### config.mk
export PLATFORM = sky130hd
export DESIGN_NAME = irx_receiver
export DESIGN_NICKNAME = d
export VERILOG_FILES = /design/src/core/irx_pkg.sv /design/src/core/irx_receiver.sv /design/src/core/irx_tick_gen.sv /design/src/core/irx_shift_word.sv
export VERILOG_INCLUDE_DIRS = /design/src /design/src/core
export SDC_FILE = /design/constraint.sdc
export NUM_CORES = 1
export LEC_CHECK = 0
export ABC_AREA = 1
export BUFFER_PORTS_ARGS = -buffer_cell sky130_fd_sc_hd__clkbuf_2
export CORE_AREA = 2 2 157 159
export DETAILED_ROUTE_END_ITERATION = 10
export DIE_AREA = 0 0 159 161
export GPL_ROUTABILITY_DRIVEN = 0
export PLACE_DENSITY = 0.67
export SYNTH_ARGS = -nofsm -noshare
export SYNTH_HDL_FRONTEND = slang
export SYNTH_SLANG_ARGS = --single-unit
### constraint.sdc
create_clock -name clk_i -period 6.55 [get_ports clk_i]
set_input_delay 0.3275 -clock clk_i [delete_from_list [all_inputs] [get_ports clk_i]]
set_output_delay 0.3275 -clock clk_i [all_outputs]
set_load 0.02 [all_outputs]
### src/core/irx_defines.svh
// Offsets, field positions, reset values and timing counts for the pulse-width receiver
`ifndef IRX_DEFINES_SVH
`define IRX_DEFINES_SVH
// ****************************************
// Register byte addresses
// ****************************************
`define IRX_OFS_CTRL      8'h00
`define IRX_OFS_STAT      8'h04
`define IRX_OFS_START     8'h08
`define IRX_OFS_THR_LOW   8'h0C
`define IRX_OFS_THR_HIGH  8'h10
`define IRX_OFS_ADDR1     8'h18
`define IRX_OFS_ADDR2     8'h1C
`define IRX_OFS_DATA      8'h20
`define IRX_OFS_DIV       8'h30
// ****************************************
// Field positions
// ****************************************
`define IRX_CTRL_EN       0
`define IRX_CTRL_MOD_LO   1
`define IRX_CTRL_ADRCMP   3
`define IRX_CTRL_POL      7
`define IRX_STAT_OVF      0
`define IRX_STAT_START    3
`define IRX_STAT_OVERFLOW_THRESHOLD_SELECT   4
`define IRX_STAT_OVERFLOW_INTERRUPT_ENABLE    5
`define IRX_DIV_COUNT_CLOCK_SOURCE_SELECT     12
// ****************************************
// Reset values and counts
// ****************************************
`define IRX_RST_BYTE      8'h00
`define IRX_RST_DIV       13'h0000
`define IRX_OVF_SHORT     9'h080
`define IRX_OVF_LONG      9'h100
`endif

### src/core/irx_pkg.sv
// Types shared by the pulse-width receiver
package irx_pkg;
   typedef enum logic [1:0] {
      IRX_MODE_IR_FIRST,
      IRX_MODE_FORBIDDEN,
      IRX_MODE_IR_SECOND,
      IRX_MODE_BUS
   } irx_mode_e;
   typedef enum logic [1:0] {
      IRX_ST_IDLE,
      IRX_ST_START,
      IRX_ST_BITS
   } irx_state_e;
endpackage

### src/core/irx_receiver.sv
// Pulse-width receiver with classic Wishbone register slave
//
// Decided for this implementation: the address map and the Wishbone interface to the registers.
`timescale 1ns/1ps
`default_nettype none
`include "irx_defines.svh"
module irx_receiver #(
   parameter int CNT_W = 9
) (
   input  wire logic        clk_i,
   input  wire logic        rst_i,
   input  wire logic        ce_i,
   input  wire logic        wb_cyc_i,
   input  wire logic        wb_stb_i,
   input  wire logic        wb_we_i,
   input  wire logic [7:0]  wb_adr_i,
   input  wire logic [3:0]  wb_sel_i,
   input  wire logic [31:0] wb_dat_i,
   output logic [31:0]      wb_dat_o,
   output logic             wb_ack_o,
   output logic             wb_err_o,
   input  wire logic        line_i,
   input  wire logic        slow_clk_i,
   output logic             ovf_irq_o
);
   initial begin
      if (CNT_W != 9) $error("irx_receiver: CNT_W must be 9");
   end
   // ****************************************
   // Registers
   // ****************************************
   logic        en_q, adrcmp_q, pol_q, overflow_threshold_select_q, overflow_interrupt_enable_q, ovf_q, start_q;
   logic [1:0]  mode_q;
   logic [7:0]  start_w_q, thr_a_q, thr_b_q;
   logic [4:0]  addr1_q, addr2_q;
   logic [12:0] div_q;
   logic        ack_q;
   logic [31:0] rdat_q;
   logic        wr, rd, hit;
   logic [31:0] word;
   logic [5:0]  nbits;
   assign wr = wb_cyc_i && wb_stb_i && wb_we_i && !ack_q;
   assign rd = wb_cyc_i && wb_stb_i && !wb_we_i && !ack_q;
   always_comb begin
      hit = 1'b1;
      unique case (wb_adr_i)
         `IRX_OFS_CTRL, `IRX_OFS_STAT, `IRX_OFS_START, `IRX_OFS_THR_LOW,
         `IRX_OFS_THR_HIGH, `IRX_OFS_ADDR1, `IRX_OFS_ADDR2, `IRX_OFS_DATA,
         `IRX_OFS_DIV: hit = 1'b1;
         default: hit = 1'b0;
      endcase
   end
   // ****************************************
   // Bus handshake
   // ****************************************
   always_ff @(posedge clk_i) begin
      if (rst_i) begin
         ack_q <= 1'b0;
      end else if (ce_i) begin
         ack_q <= wb_cyc_i && wb_stb_i && !ack_q;
      end
   end
   logic err_q;
   always_ff @(posedge clk_i) begin
      if (rst_i) begin
         err_q <= 1'b0;
      end else if (ce_i) begin
         err_q <= wb_cyc_i && wb_stb_i && !ack_q && !err_q && !hit;
      end
   end
   assign wb_ack_o = ack_q && !err_q && wb_cyc_i && wb_stb_i;
   assign wb_err_o = err_q && wb_cyc_i && wb_stb_i;
   always_ff @(posedge clk_i) begin
      if (rst_i) begin
         en_q     <= 1'b0;
         mode_q   <= 2'b00;
         adrcmp_q <= 1'b0;
         pol_q    <= 1'b0;
      end else if (ce_i && wr && wb_sel_i[0] && wb_adr_i == `IRX_OFS_CTRL) begin
         en_q     <= wb_dat_i[`IRX_CTRL_EN];
         mode_q   <= wb_dat_i[`IRX_CTRL_MOD_LO +: 2];
         adrcmp_q <= wb_dat_i[`IRX_CTRL_ADRCMP];
         pol_q    <= wb_dat_i[`IRX_CTRL_POL];
      end
   end
   always_ff @(posedge clk_i) begin
      if (rst_i) begin
         start_w_q <= `IRX_RST_BYTE;
         thr_a_q   <= `IRX_RST_BYTE;
         thr_b_q   <= `IRX_RST_BYTE;
         addr1_q   <= 5'h00;
         addr2_q   <= 5'h00;
         overflow_threshold_select_q  <= 1'b0;
         overflow_interrupt_enable_q   <= 1'b0;
      end else if (ce_i && wr && wb_sel_i[0]) begin
         if (wb_adr_i == `IRX_OFS_START) start_w_q <= wb_dat_i[7:0];
         if (wb_adr_i == `IRX_OFS_THR_LOW) thr_a_q <= wb_dat_i[7:0];
         if (wb_adr_i == `IRX_OFS_THR_HIGH) thr_b_q <= wb_dat_i[7:0];
         if (wb_adr_i == `IRX_OFS_ADDR1) addr1_q <= wb_dat_i[4:0];
         if (wb_adr_i == `IRX_OFS_ADDR2) addr2_q <= wb_dat_i[4:0];
         if (wb_adr_i == `IRX_OFS_STAT) begin
            overflow_threshold_select_q <= wb_dat_i[`IRX_STAT_OVERFLOW_THRESHOLD_SELECT];
            overflow_interrupt_enable_q  <= wb_dat_i[`IRX_STAT_OVERFLOW_INTERRUPT_ENABLE];
         end
      end
   end
   always_ff @(posedge clk_i) begin
      if (rst_i) begin
         div_q <= `IRX_RST_DIV;
      end else if (ce_i && wr && wb_adr_i == `IRX_OFS_DIV && wb_sel_i[1:0] == 2'b11) begin
         div_q <= wb_dat_i[12:0];
      end
   end
   // ****************************************
   // Width measurement
   // ****************************************
   logic       tick, lvl, lvl_q, edge_s, ovf_ev, start_ev, bit_ev, bit_val;
   logic [8:0] cnt_q, wid;
   irx_pkg::irx_state_e st_q;
   irx_tick_gen #(.DIV_W(12)) u_tick (
      .clk_i      (clk_i),
      .rst_i      (rst_i),
      .ce_i       (ce_i),
      .run_i      (en_q),
      .sel_slow_i (div_q[`IRX_DIV_COUNT_CLOCK_SOURCE_SELECT]),
      .divisor_i  (div_q[11:0]),
      .slow_clk_i (slow_clk_i),
      .tick_o     (tick)
   );
   assign lvl    = (mode_q == 2'b00) ? line_i : !line_i;
   assign edge_s = lvl != lvl_q;
   assign wid    = cnt_q;
   always_ff @(posedge clk_i) begin
      if (rst_i || !en_q) begin
         lvl_q <= 1'b0;
         cnt_q <= '0;
      end else if (ce_i) begin
         lvl_q <= lvl;
         if (edge_s) cnt_q <= '0;
         else if (tick && cnt_q != 9'h1FF) cnt_q <= cnt_q + 9'd1;
      end
   end
   assign ovf_ev = en_q && ce_i && st_q == irx_pkg::IRX_ST_BITS && !edge_s && tick &&
                   (cnt_q + 9'd1 == (overflow_threshold_select_q ? `IRX_OVF_LONG : `IRX_OVF_SHORT));
   assign start_ev = en_q && ce_i && st_q == irx_pkg::IRX_ST_START && edge_s && lvl_q &&
                     wid > {1'b0, start_w_q};
   assign bit_ev  = en_q && ce_i && st_q == irx_pkg::IRX_ST_BITS && edge_s && lvl_q &&
                    wid > {1'b0, thr_a_q};
   assign bit_val = (wid < {1'b0, thr_b_q}) ? pol_q : !pol_q;
   always_ff @(posedge clk_i) begin
      if (rst_i || !en_q) begin
         st_q <= irx_pkg::IRX_ST_IDLE;
      end else if (ce_i) begin
         unique case (st_q)
            irx_pkg::IRX_ST_IDLE:  if (!lvl) st_q <= irx_pkg::IRX_ST_START;
            irx_pkg::IRX_ST_START: if (start_ev) st_q <= irx_pkg::IRX_ST_BITS;
            irx_pkg::IRX_ST_BITS:  if (ovf_ev) st_q <= irx_pkg::IRX_ST_IDLE;
            default:               st_q <= irx_pkg::IRX_ST_IDLE;
         endcase
      end
   end
   irx_shift_word #(.WORD_W(32)) u_word (
      .clk_i       (clk_i),
      .rst_i       (rst_i),
      .ce_i        (ce_i),
      .clear_i     (start_ev),
      .bit_valid_i (bit_ev),
      .bit_i       (bit_val),
      .bus_mode_i  (mode_q == 2'b11),
      .flush_i     (ovf_ev),
      .word_o      (word),
      .nbits_o     (nbits)
   );
   // ****************************************
   // Overflow and start flags
   // ****************************************
   logic addr_ok, ovf_set;
   assign addr_ok = !adrcmp_q || word[28:24] == addr1_q || word[28:24] == addr2_q;
   assign ovf_set = ovf_ev && addr_ok && (mode_q != 2'b00 || nbits >= 6'd16);
   always_ff @(posedge clk_i) begin
      if (rst_i) begin
         ovf_q   <= 1'b0;
         start_q <= 1'b0;
      end else if (ce_i) begin
         if (ovf_set) ovf_q <= 1'b1;
         else if (wr && wb_sel_i[0] && wb_adr_i == `IRX_OFS_STAT && !wb_dat_i[`IRX_STAT_OVF])
            ovf_q <= 1'b0;
         if (start_ev) start_q <= 1'b1;
         else if (wr && wb_sel_i[0] && wb_adr_i == `IRX_OFS_STAT &&
                  !wb_dat_i[`IRX_STAT_START])
            start_q <= 1'b0;
      end
   end
   assign ovf_irq_o = ovf_q && overflow_interrupt_enable_q;
   // ****************************************
   // Read data
   // ****************************************
   always_ff @(posedge clk_i) begin
      if (rst_i) begin
         rdat_q <= 32'h0000_0000;
      end else if (ce_i && rd) begin
         unique case (wb_adr_i)
            `IRX_OFS_CTRL:     rdat_q <= {24'h0, pol_q, 3'h0, adrcmp_q, mode_q, en_q};
            `IRX_OFS_STAT:     rdat_q <= {26'h0, overflow_interrupt_enable_q, overflow_threshold_select_q, start_q, 2'h0, ovf_q};
            `IRX_OFS_START:    rdat_q <= {24'h0, start_w_q};
            `IRX_OFS_THR_LOW:  rdat_q <= {24'h0, thr_a_q};
            `IRX_OFS_THR_HIGH: rdat_q <= {24'h0, thr_b_q};
            `IRX_OFS_ADDR1:    rdat_q <= {27'h0, addr1_q};
            `IRX_OFS_ADDR2:    rdat_q <= {27'h0, addr2_q};
            `IRX_OFS_DATA:     rdat_q <= word;
            `IRX_OFS_DIV:      rdat_q <= {19'h0, div_q};
            default:           rdat_q <= 32'h0000_0000;
         endcase
      end
   end
   assign wb_dat_o = rdat_q;
endmodule
`default_nettype wire

### src/core/irx_tick_gen.sv
// Counting-clock tick generator: divided system clock or sampled slow clock
`timescale 1ns/1ps
`default_nettype none
module irx_tick_gen #(
   parameter int DIV_W = 12
) (
   input  wire logic             clk_i,
   input  wire logic             rst_i,
   input  wire logic             ce_i,
   input  wire logic             run_i,
   input  wire logic             sel_slow_i,
   input  wire logic [DIV_W-1:0] divisor_i,
   input  wire logic             slow_clk_i,
   output logic                  tick_o
);
   initial begin
      if (DIV_W < 1 || DIV_W > 16) $error("irx_tick_gen: DIV_W out of range");
   end
   logic [DIV_W-1:0] cnt_q;
   logic             slow_q;
   always_ff @(posedge clk_i) begin
      if (rst_i || !run_i) begin
         cnt_q <= '0;
      end else if (ce_i) begin
         cnt_q <= (cnt_q >= divisor_i) ? '0 : cnt_q + 1'b1;
      end
   end
   always_ff @(posedge clk_i) begin
      if (rst_i) begin
         slow_q <= 1'b0;
      end else if (ce_i) begin
         slow_q <= slow_clk_i;
      end
   end
   assign tick_o = run_i && ce_i &&
                   (sel_slow_i ? (slow_clk_i && !slow_q) : (cnt_q >= divisor_i));
endmodule
`default_nettype wire

### src/core/irx_shift_word.sv
// Receive data word assembler with left-aligned overflow store
`timescale 1ns/1ps
`default_nettype none
module irx_shift_word #(
   parameter int WORD_W = 32
) (
   input  wire logic              clk_i,
   input  wire logic              rst_i,
   input  wire logic              ce_i,
   input  wire logic              clear_i,
   input  wire logic              bit_valid_i,
   input  wire logic              bit_i,
   input  wire logic              bus_mode_i,
   input  wire logic              flush_i,
   output logic [WORD_W-1:0]      word_o,
   output logic [5:0]             nbits_o
);
   initial begin
      if (WORD_W != 32) $error("irx_shift_word: WORD_W must be 32");
   end
   logic [WORD_W-1:0] sh_q;
   logic [5:0]        n_q;
   logic [WORD_W-1:0] word_q;
   logic [WORD_W-1:0] sh_d;
   assign sh_d = {sh_q[WORD_W-2:0], bit_i};
   always_ff @(posedge clk_i) begin
      if (rst_i || clear_i) begin
         sh_q <= '0;
         n_q  <= '0;
      end else if (ce_i && bit_valid_i && n_q < 6'd32) begin
         sh_q <= sh_d;
         n_q  <= n_q + 6'd1;
      end
   end
   always_ff @(posedge clk_i) begin
      if (rst_i) begin
         word_q <= '0;
      end else if (ce_i) begin
         if (bit_valid_i && n_q < 6'd32 && n_q[2:0] == 3'd7) begin
            // bus bytes go to top byte
            if (bus_mode_i) begin
               word_q <= {sh_d[7:0], word_q[23:0]};
            // fill from top byte by byte
            end else begin
               word_q <= sh_d << (5'd24 - {n_q[4:3], 3'b000});
            end
         end else if (flush_i && n_q != 6'd0 && n_q < 6'd32) begin
            word_q <= sh_q << (6'd32 - n_q);
         end
      end
   end
   assign word_o  = word_q;
   assign nbits_o = n_q;
endmodule
`default_nettype wire

==> flow_metrics.tcl, run 1 <==
set metrics [dict create \
    fin_skew_ps 14.1 \
    worstPathCellList "buf_4, inv_2, ha_1, buf_4, inv_1, nand3_1, nand3_1, nand3_1, nand3_1, nand2_1, a21oi_1, nand3_1, nand2_1, nor2_1" \
    fin_crit_ps 3910 \
    drtAntennaViolNets 0 \
    worstMarginPinSlew_ps 1130 \
    synth_ff_type "dfxtp_1" \
    fin_tns_setup_ps 0 \
    cap_viol_max_count 0 \
    synth.avg_cell_area_um2 6.53 \
    drt_wl_total_um 35300 \
    async_reset_ff_share_pct 0 \
    hold_viol_final 0 \
    grt_pass1_vias 11105 \
    crit_top_cell "nand3_1" \
    power_switching_uw 561 \
    cts_tree "yes" \
    drcViolationCount 0 \
    timing.final.crit_share_pct 59.7 \
    combPwrFrac_pct 2.8 \
    port_buffers 65 \
    ctsHoldBuffers 0 \
    syn_area_um2 11700 \
    r2r.worst_path.cells 14 \
    globalRouteOverflowTotal 0 \
    antenna_found_initial 0 \
    synth_top_area_cell "dfxtp_1" \
    worst_slack_ps 2640 \
    min_path_cells 3 \
    ys_seq_elements 185 \
    drtIter0Drc 1230 \
    grt_max_degree 77 \
    cp.depth 14 \
    fin_total_pwr_uw 2290 \
    yosys_warnings 0 \
    dieWidth_um 159 \
    clock-sinks 185 \
    instances_no_fill 2127 \
    status "finished, final reports clean" \
    core_um2 24000 \
    yosys.cell_types.count 50 \
    path_clk_slew_ps 80 \
    cp.buffers_inverters 4 \
    cts_resized 0 \
    grt.total_usage_pct 27.4 \
    synth_edf_count 0 \
    clk_latency_ps 440 \
    yosys.area.top_type_share_pct 31.6 \
    slowest_delay_ps 860 \
    rsz0062_at_grt "no" \
    die_height_um 161 \
    htree_levels 4 \
    power.density_nw_per_um2 182 \
    layout-drive-gt1-share_pct 9.48 \
    p_int_uw 1730 \
    die-area_um2 25600 \
    dr.pass1.iters 5 \
    synth_cells 1796 \
    clockRootBuffer "clkbuf_16" \
    crit_slowest_cell "inv_1" \
    dp.cells 2095 \
    hold_slack_ps 139 \
    synth_nets 1890 \
    dp_hpwl_um 24700 \
    vias_per_cell 5.71 \
    netlist_top_cells_area "dfxtp_1 32%, nand2_1 12%, nand3_1 11%, a21oi_1 7.0%, nor2_1 5.8%" \
    grt_pass1_wl_um 57500 \
    antennaDiodeCount 0 \
    end_kind "flip-flop" \
    ys_seq_area_share_pct 31.6 \
    ioPinCount 87 \
    vias 12154 \
    cts_setup_buffers 0 \
    syn_to_final_growth_pct 7.48 \
    critPathArrivalTime_ps 4240 \
    power_frac_clock_pct 48.1 \
    switching_share_pct 24.5 \
    nets 1884 \
    crit_path_start_kind "flip-flop" \
    placementRows 57 \
    path_class "reg2reg" \
    clockBufferDepth 2 \
    wire_per_inst_um 16.6 \
    dp_slack_ps 2820 \
    rrSetupSlack_ps 2640 \
    max_slew_margin_pct 24.4 \
    drv_slew 0 \
    cp_top_family "buffers and inverters" \
    pwr-share-seq_pct 49.1 \
    start_util_pct 49.0 \
    power_leakage_uw 0.00520 \
    fmax_mhz 256 \
    critPathRequiredTime_ps 6880 \
    setup_viol 0 \
    cp_max_fo 38 \
    numCtsBuffers 17 \
    holdCritPathClass "in2reg" \
    vdd_ir_drop_max_mv 0.124 \
]
==> power by group through the flow <==
| stage | Sequential (uW) | Clock, uW | Combinational (uW) |
|---|---|---|---|
| 2_1_floorplan | 1150 | 0 | 38.4 |
| 5_1_grt | 1130 | 1160 | 71.1 |
| 3_5_place_dp | 1150 | 0 | 63.3 |
| 6_report | 1130 | 1100 | 64.4 |
| 4_1_cts | 1130 | 1110 | 63.7 |
| 3_3_place_gp | 1150 | 0 | 63.1 |
==> synthesized netlist by cell type, drive strengths merged (22+ instances only) <==
cell    instances
inv           167
ha             42
nand3         261
clkbuf         35
dfxtp         185
buf            64
a211oi         47
o21ai         130
a21oi         178
nand2         400
nor2          196
nand4          22
==> area by class of cell <==
| class | instances | area (um^2) |
|---|---|---|
| clock buffer | 18 | 439 |
| tap | 324 | 405 |
| fill | 2489 | 11400 |
| clock inverter | 14 | 179 |
| multi-input combinational | 1345 | 6860 |
| timing repair buffer | 74 | 393 |
| inverter | 167 | 634 |
| sequential | 185 | 3700 |
==> metal layers <==
layer  GRT usage (%)  vias up  wire, um
met2            45.5      431     16300
met4            10.9        0      1270
met1            36.4     5630     15700
met3            3.65       89      2030
li1                -     6004         -
met5               0        -         0
==> cells by family after synthesis <==
kind of cell,share of synthesized area (%)
buffers and inverters,10.0
multiplexers,0.0853
AO/OA/AOI/OAI,18.0
AND/OR/NAND/NOR,34.4
adder cells (fa/ha/maj),4.48
flip-flops,31.6
XOR/XNOR,1.41
==> stage by stage <==
stage               area (um^2)  util [%]
floorplan                 11700         -
global placement          12000      50.0
detailed placement        12000      50.0
CTS                       12600      52.6
global route              12600      52.6
finish                    12600      52.6
==> worst register-to-register path, stage by stage (launching register included) <==
cell and delay (ps):
dfxtp_1 310, buf_4 360, inv_2 370, ha_1 390
buf_4 240, inv_1 860, nand3_1 290, nand3_1 200
nand3_1 110, nand3_1 140, nand2_1 70, a21oi_1 180
nand3_1 100, nand2_1 120, nor2_1 50
==> state kept, by name, summed over array words and instances, names as in the netlist, 6 cells and up <==
name and count:
thr_b_q 8, u_word.nbits_o 6, start_w_q 8, u_word.word_o 32
wb_dat_o 32, u_word.sh_q 32, cnt_q 9, u_tick.cnt_q 12
thr_a_q 8, div_q 13
==> path summary, 6_finish.rpt <==
kind,startpoint,end
max,u_word.nbits_o[0],u_word.word_o[18]
min,wb_dat_i[6],thr_a_q[6]
max reg2reg,u_word.nbits_o[0],u_word.word_o[18]
min reg2reg,wb_dat_o[23],wb_dat_o[23]
==> placed cells by master, fill, tap and decap left out, drive strengths merged, types with 10 or more instances in the layout <==
| master | count |
|---|---|
| nand3 | 261 |
| nor2 | 196 |
| inv | 173 |
| ha | 42 |
| nand2 | 400 |
| nand4 | 22 |
| nor3 | 17 |
| a21oi | 178 |
| xor2 | 10 |
| o21ai | 130 |
| dfxtp | 185 |
| a211oi | 47 |
| clkbuf | 83 |
(Power assumes the default switching activity.)
==> inputs of run 2 (changes only) <==
==> constraint.sdc (replaced) <==
create_clock -name clk_i -period 3.9 [get_ports clk_i]
set_input_delay 0.195 -clock clk_i [delete_from_list [all_inputs] [get_ports clk_i]]
set_output_delay 0.195 -clock clk_i [all_outputs]
set_load 0.02 [all_outputs]
==> flow_metrics.tcl, run 2 (same netlist as run 1, synthesis figures left out) <==
set metrics [dict create \
    drcViolationCount 0 \
    crit_path_start_kind "flip-flop" \
    dp_hpwl_um 25000 \
    grt.total_usage_pct 27.4 \
    grt_max_degree 64 \
    drt_wl_total_um 35100 \
    clk_latency_ps 440 \
    numCtsBuffers 17 \
    htree_levels 4 \
    drtIter0Drc 1192 \
    dp_slack_ps 1120 \
    cp_max_fo 34 \
    slowest_delay_ps 750 \
    worstMarginPinSlew_ps 1020 \
    port_buffers 65 \
    cts_resized 0 \
    antennaDiodeCount 0 \
    clockRootBuffer "clkbuf_16" \
    critPathArrivalTime_ps 3220 \
    power_leakage_uw 0.00524 \
    drv_slew 0 \
    vias_per_cell 5.63 \
    fin_crit_ps 2890 \
    crit_slowest_cell "inv_1" \
    nets 1892 \
    path_clk_slew_ps 70 \
    layout-drive-gt1-share_pct 9.77 \
    grt_pass1_wl_um 57100 \
    grt_pass1_vias 11020 \
    status "finished, final reports clean" \
    vdd_ir_drop_max_mv 0.222 \
    antenna_found_initial 0 \
    core_um2 24000 \
    fmax_mhz 347 \
    fin_skew_ps 16.3 \
    rsz0062_at_grt "no" \
    end_kind "flip-flop" \
    globalRouteOverflowTotal 0 \
    path_class "reg2reg" \
    clockBufferDepth 2 \
    final_common_cell "nand2_1" \
    worst_slack_ps 1010 \
    cts_tree "yes" \
    cap_viol_max_count 0 \
    crit_top_cell "nand2_1" \
    wire_per_inst_um 16.5 \
    dr.pass1.iters 8 \
    fillers 2501 \
    timing.final.crit_share_pct 74.0 \
    dieWidth_um 159 \
    placementRows 57 \
    power.density_nw_per_um2 302 \
    syn_to_final_growth_pct 8.03 \
    die_height_um 161 \
    hold_viol_final 0 \
    setup_viol 0 \
    vias 12027 \
    max_slew_margin_pct 32.2 \
    fin_tns_setup_ps 0 \
    worstPathCellList "inv_2, buf_4, nand2_1, nand2_1, nand2_1, buf_4, inv_1, nor2_1, nand2_1, nand2_1, a21oi_1, nand3_1, nand2_1, nor2_1" \
    ctsHoldBuffers 0 \
    clock-sinks 185 \
    start_util_pct 49.0 \
    critPathRequiredTime_ps 4240 \
    ioPinCount 87 \
    cts_setup_buffers 0 \
    drtAntennaViolNets 0 \
    final_cell_mix "388 x nand2_1, 258 x nand3_1, 185 x dfxtp_1, 181 x nor2_1, 163 x a21oi_1" \
    die-area_um2 25600 \
    holdCritPathClass "in2reg" \
]
## run 2: final cells by class
type                            instances  area, um^2  area share (%)
Inverter                              167         634            5.00
Tap cell                              324         405            3.20
Clock inverter                         12         164            1.29
Timing Repair Buffer                   82         465            3.67
Multi-Input combinational cell       1345        6860            54.1
Sequential cell                       185        3700            29.2
Clock buffer                           20         447            3.52
## run 2: metrics by stage
stage	total power [uW]	utilization (%)	hold WS (ps)	area, um^2	cells
floorplan	2000	-	342	11700	1796
global placement	2040	50.3	441	12100	2103
detailed placement	2040	50.3	456	12100	2103
CTS	3850	52.9	5.03	12700	2135
global route	3940	52.9	27.0	12700	2135
finish	3830	52.9	15.3	12700	2135
## run 2: worst max-delay path: cells and delay by family (launching register included)
| family | cells | cell delay, ps |
|---|---|---|
| flip-flops | 1 | 320 |
| AND/OR/NAND/NOR | 9 | 850 |
| AO/OA/AOI/OAI | 1 | 210 |
| buffers and inverters | 4 | 1380 |
## run 2: final timing paths
check / from / endpoint / slack (ps) / cells after the start
setup / recovery: u_word.nbits_o[0] / u_word.word_o[17] / 1010 / 14
hold / removal: wb_dat_i[6] / thr_a_q[6] / 20 / 3
hold reg to reg: wb_dat_o[17] / wb_dat_o[17] / 470 / 2
setup reg to reg: u_word.nbits_o[0] / u_word.word_o[17] / 1010 / 14
## run 2: power breakdown
part | switching (uW) | total, uW | internal [uW] | leakage (uW)
Sequential | 0.815 | 1890 | 1890 | 0.00149
Combinational | 81.0 | 108 | 26.6 | 0.00345
Clock | 796 | 1840 | 1040 | 0.000301
Total | 878 | 3830 | 2950 | 0.00524
## run 2: metal layers
layer	GRT usage (%)	wire length, um
met5	0	0
met4	11.9	1340
met3	3.42	2170
met2	44.6	16100
met1	36.9	15500
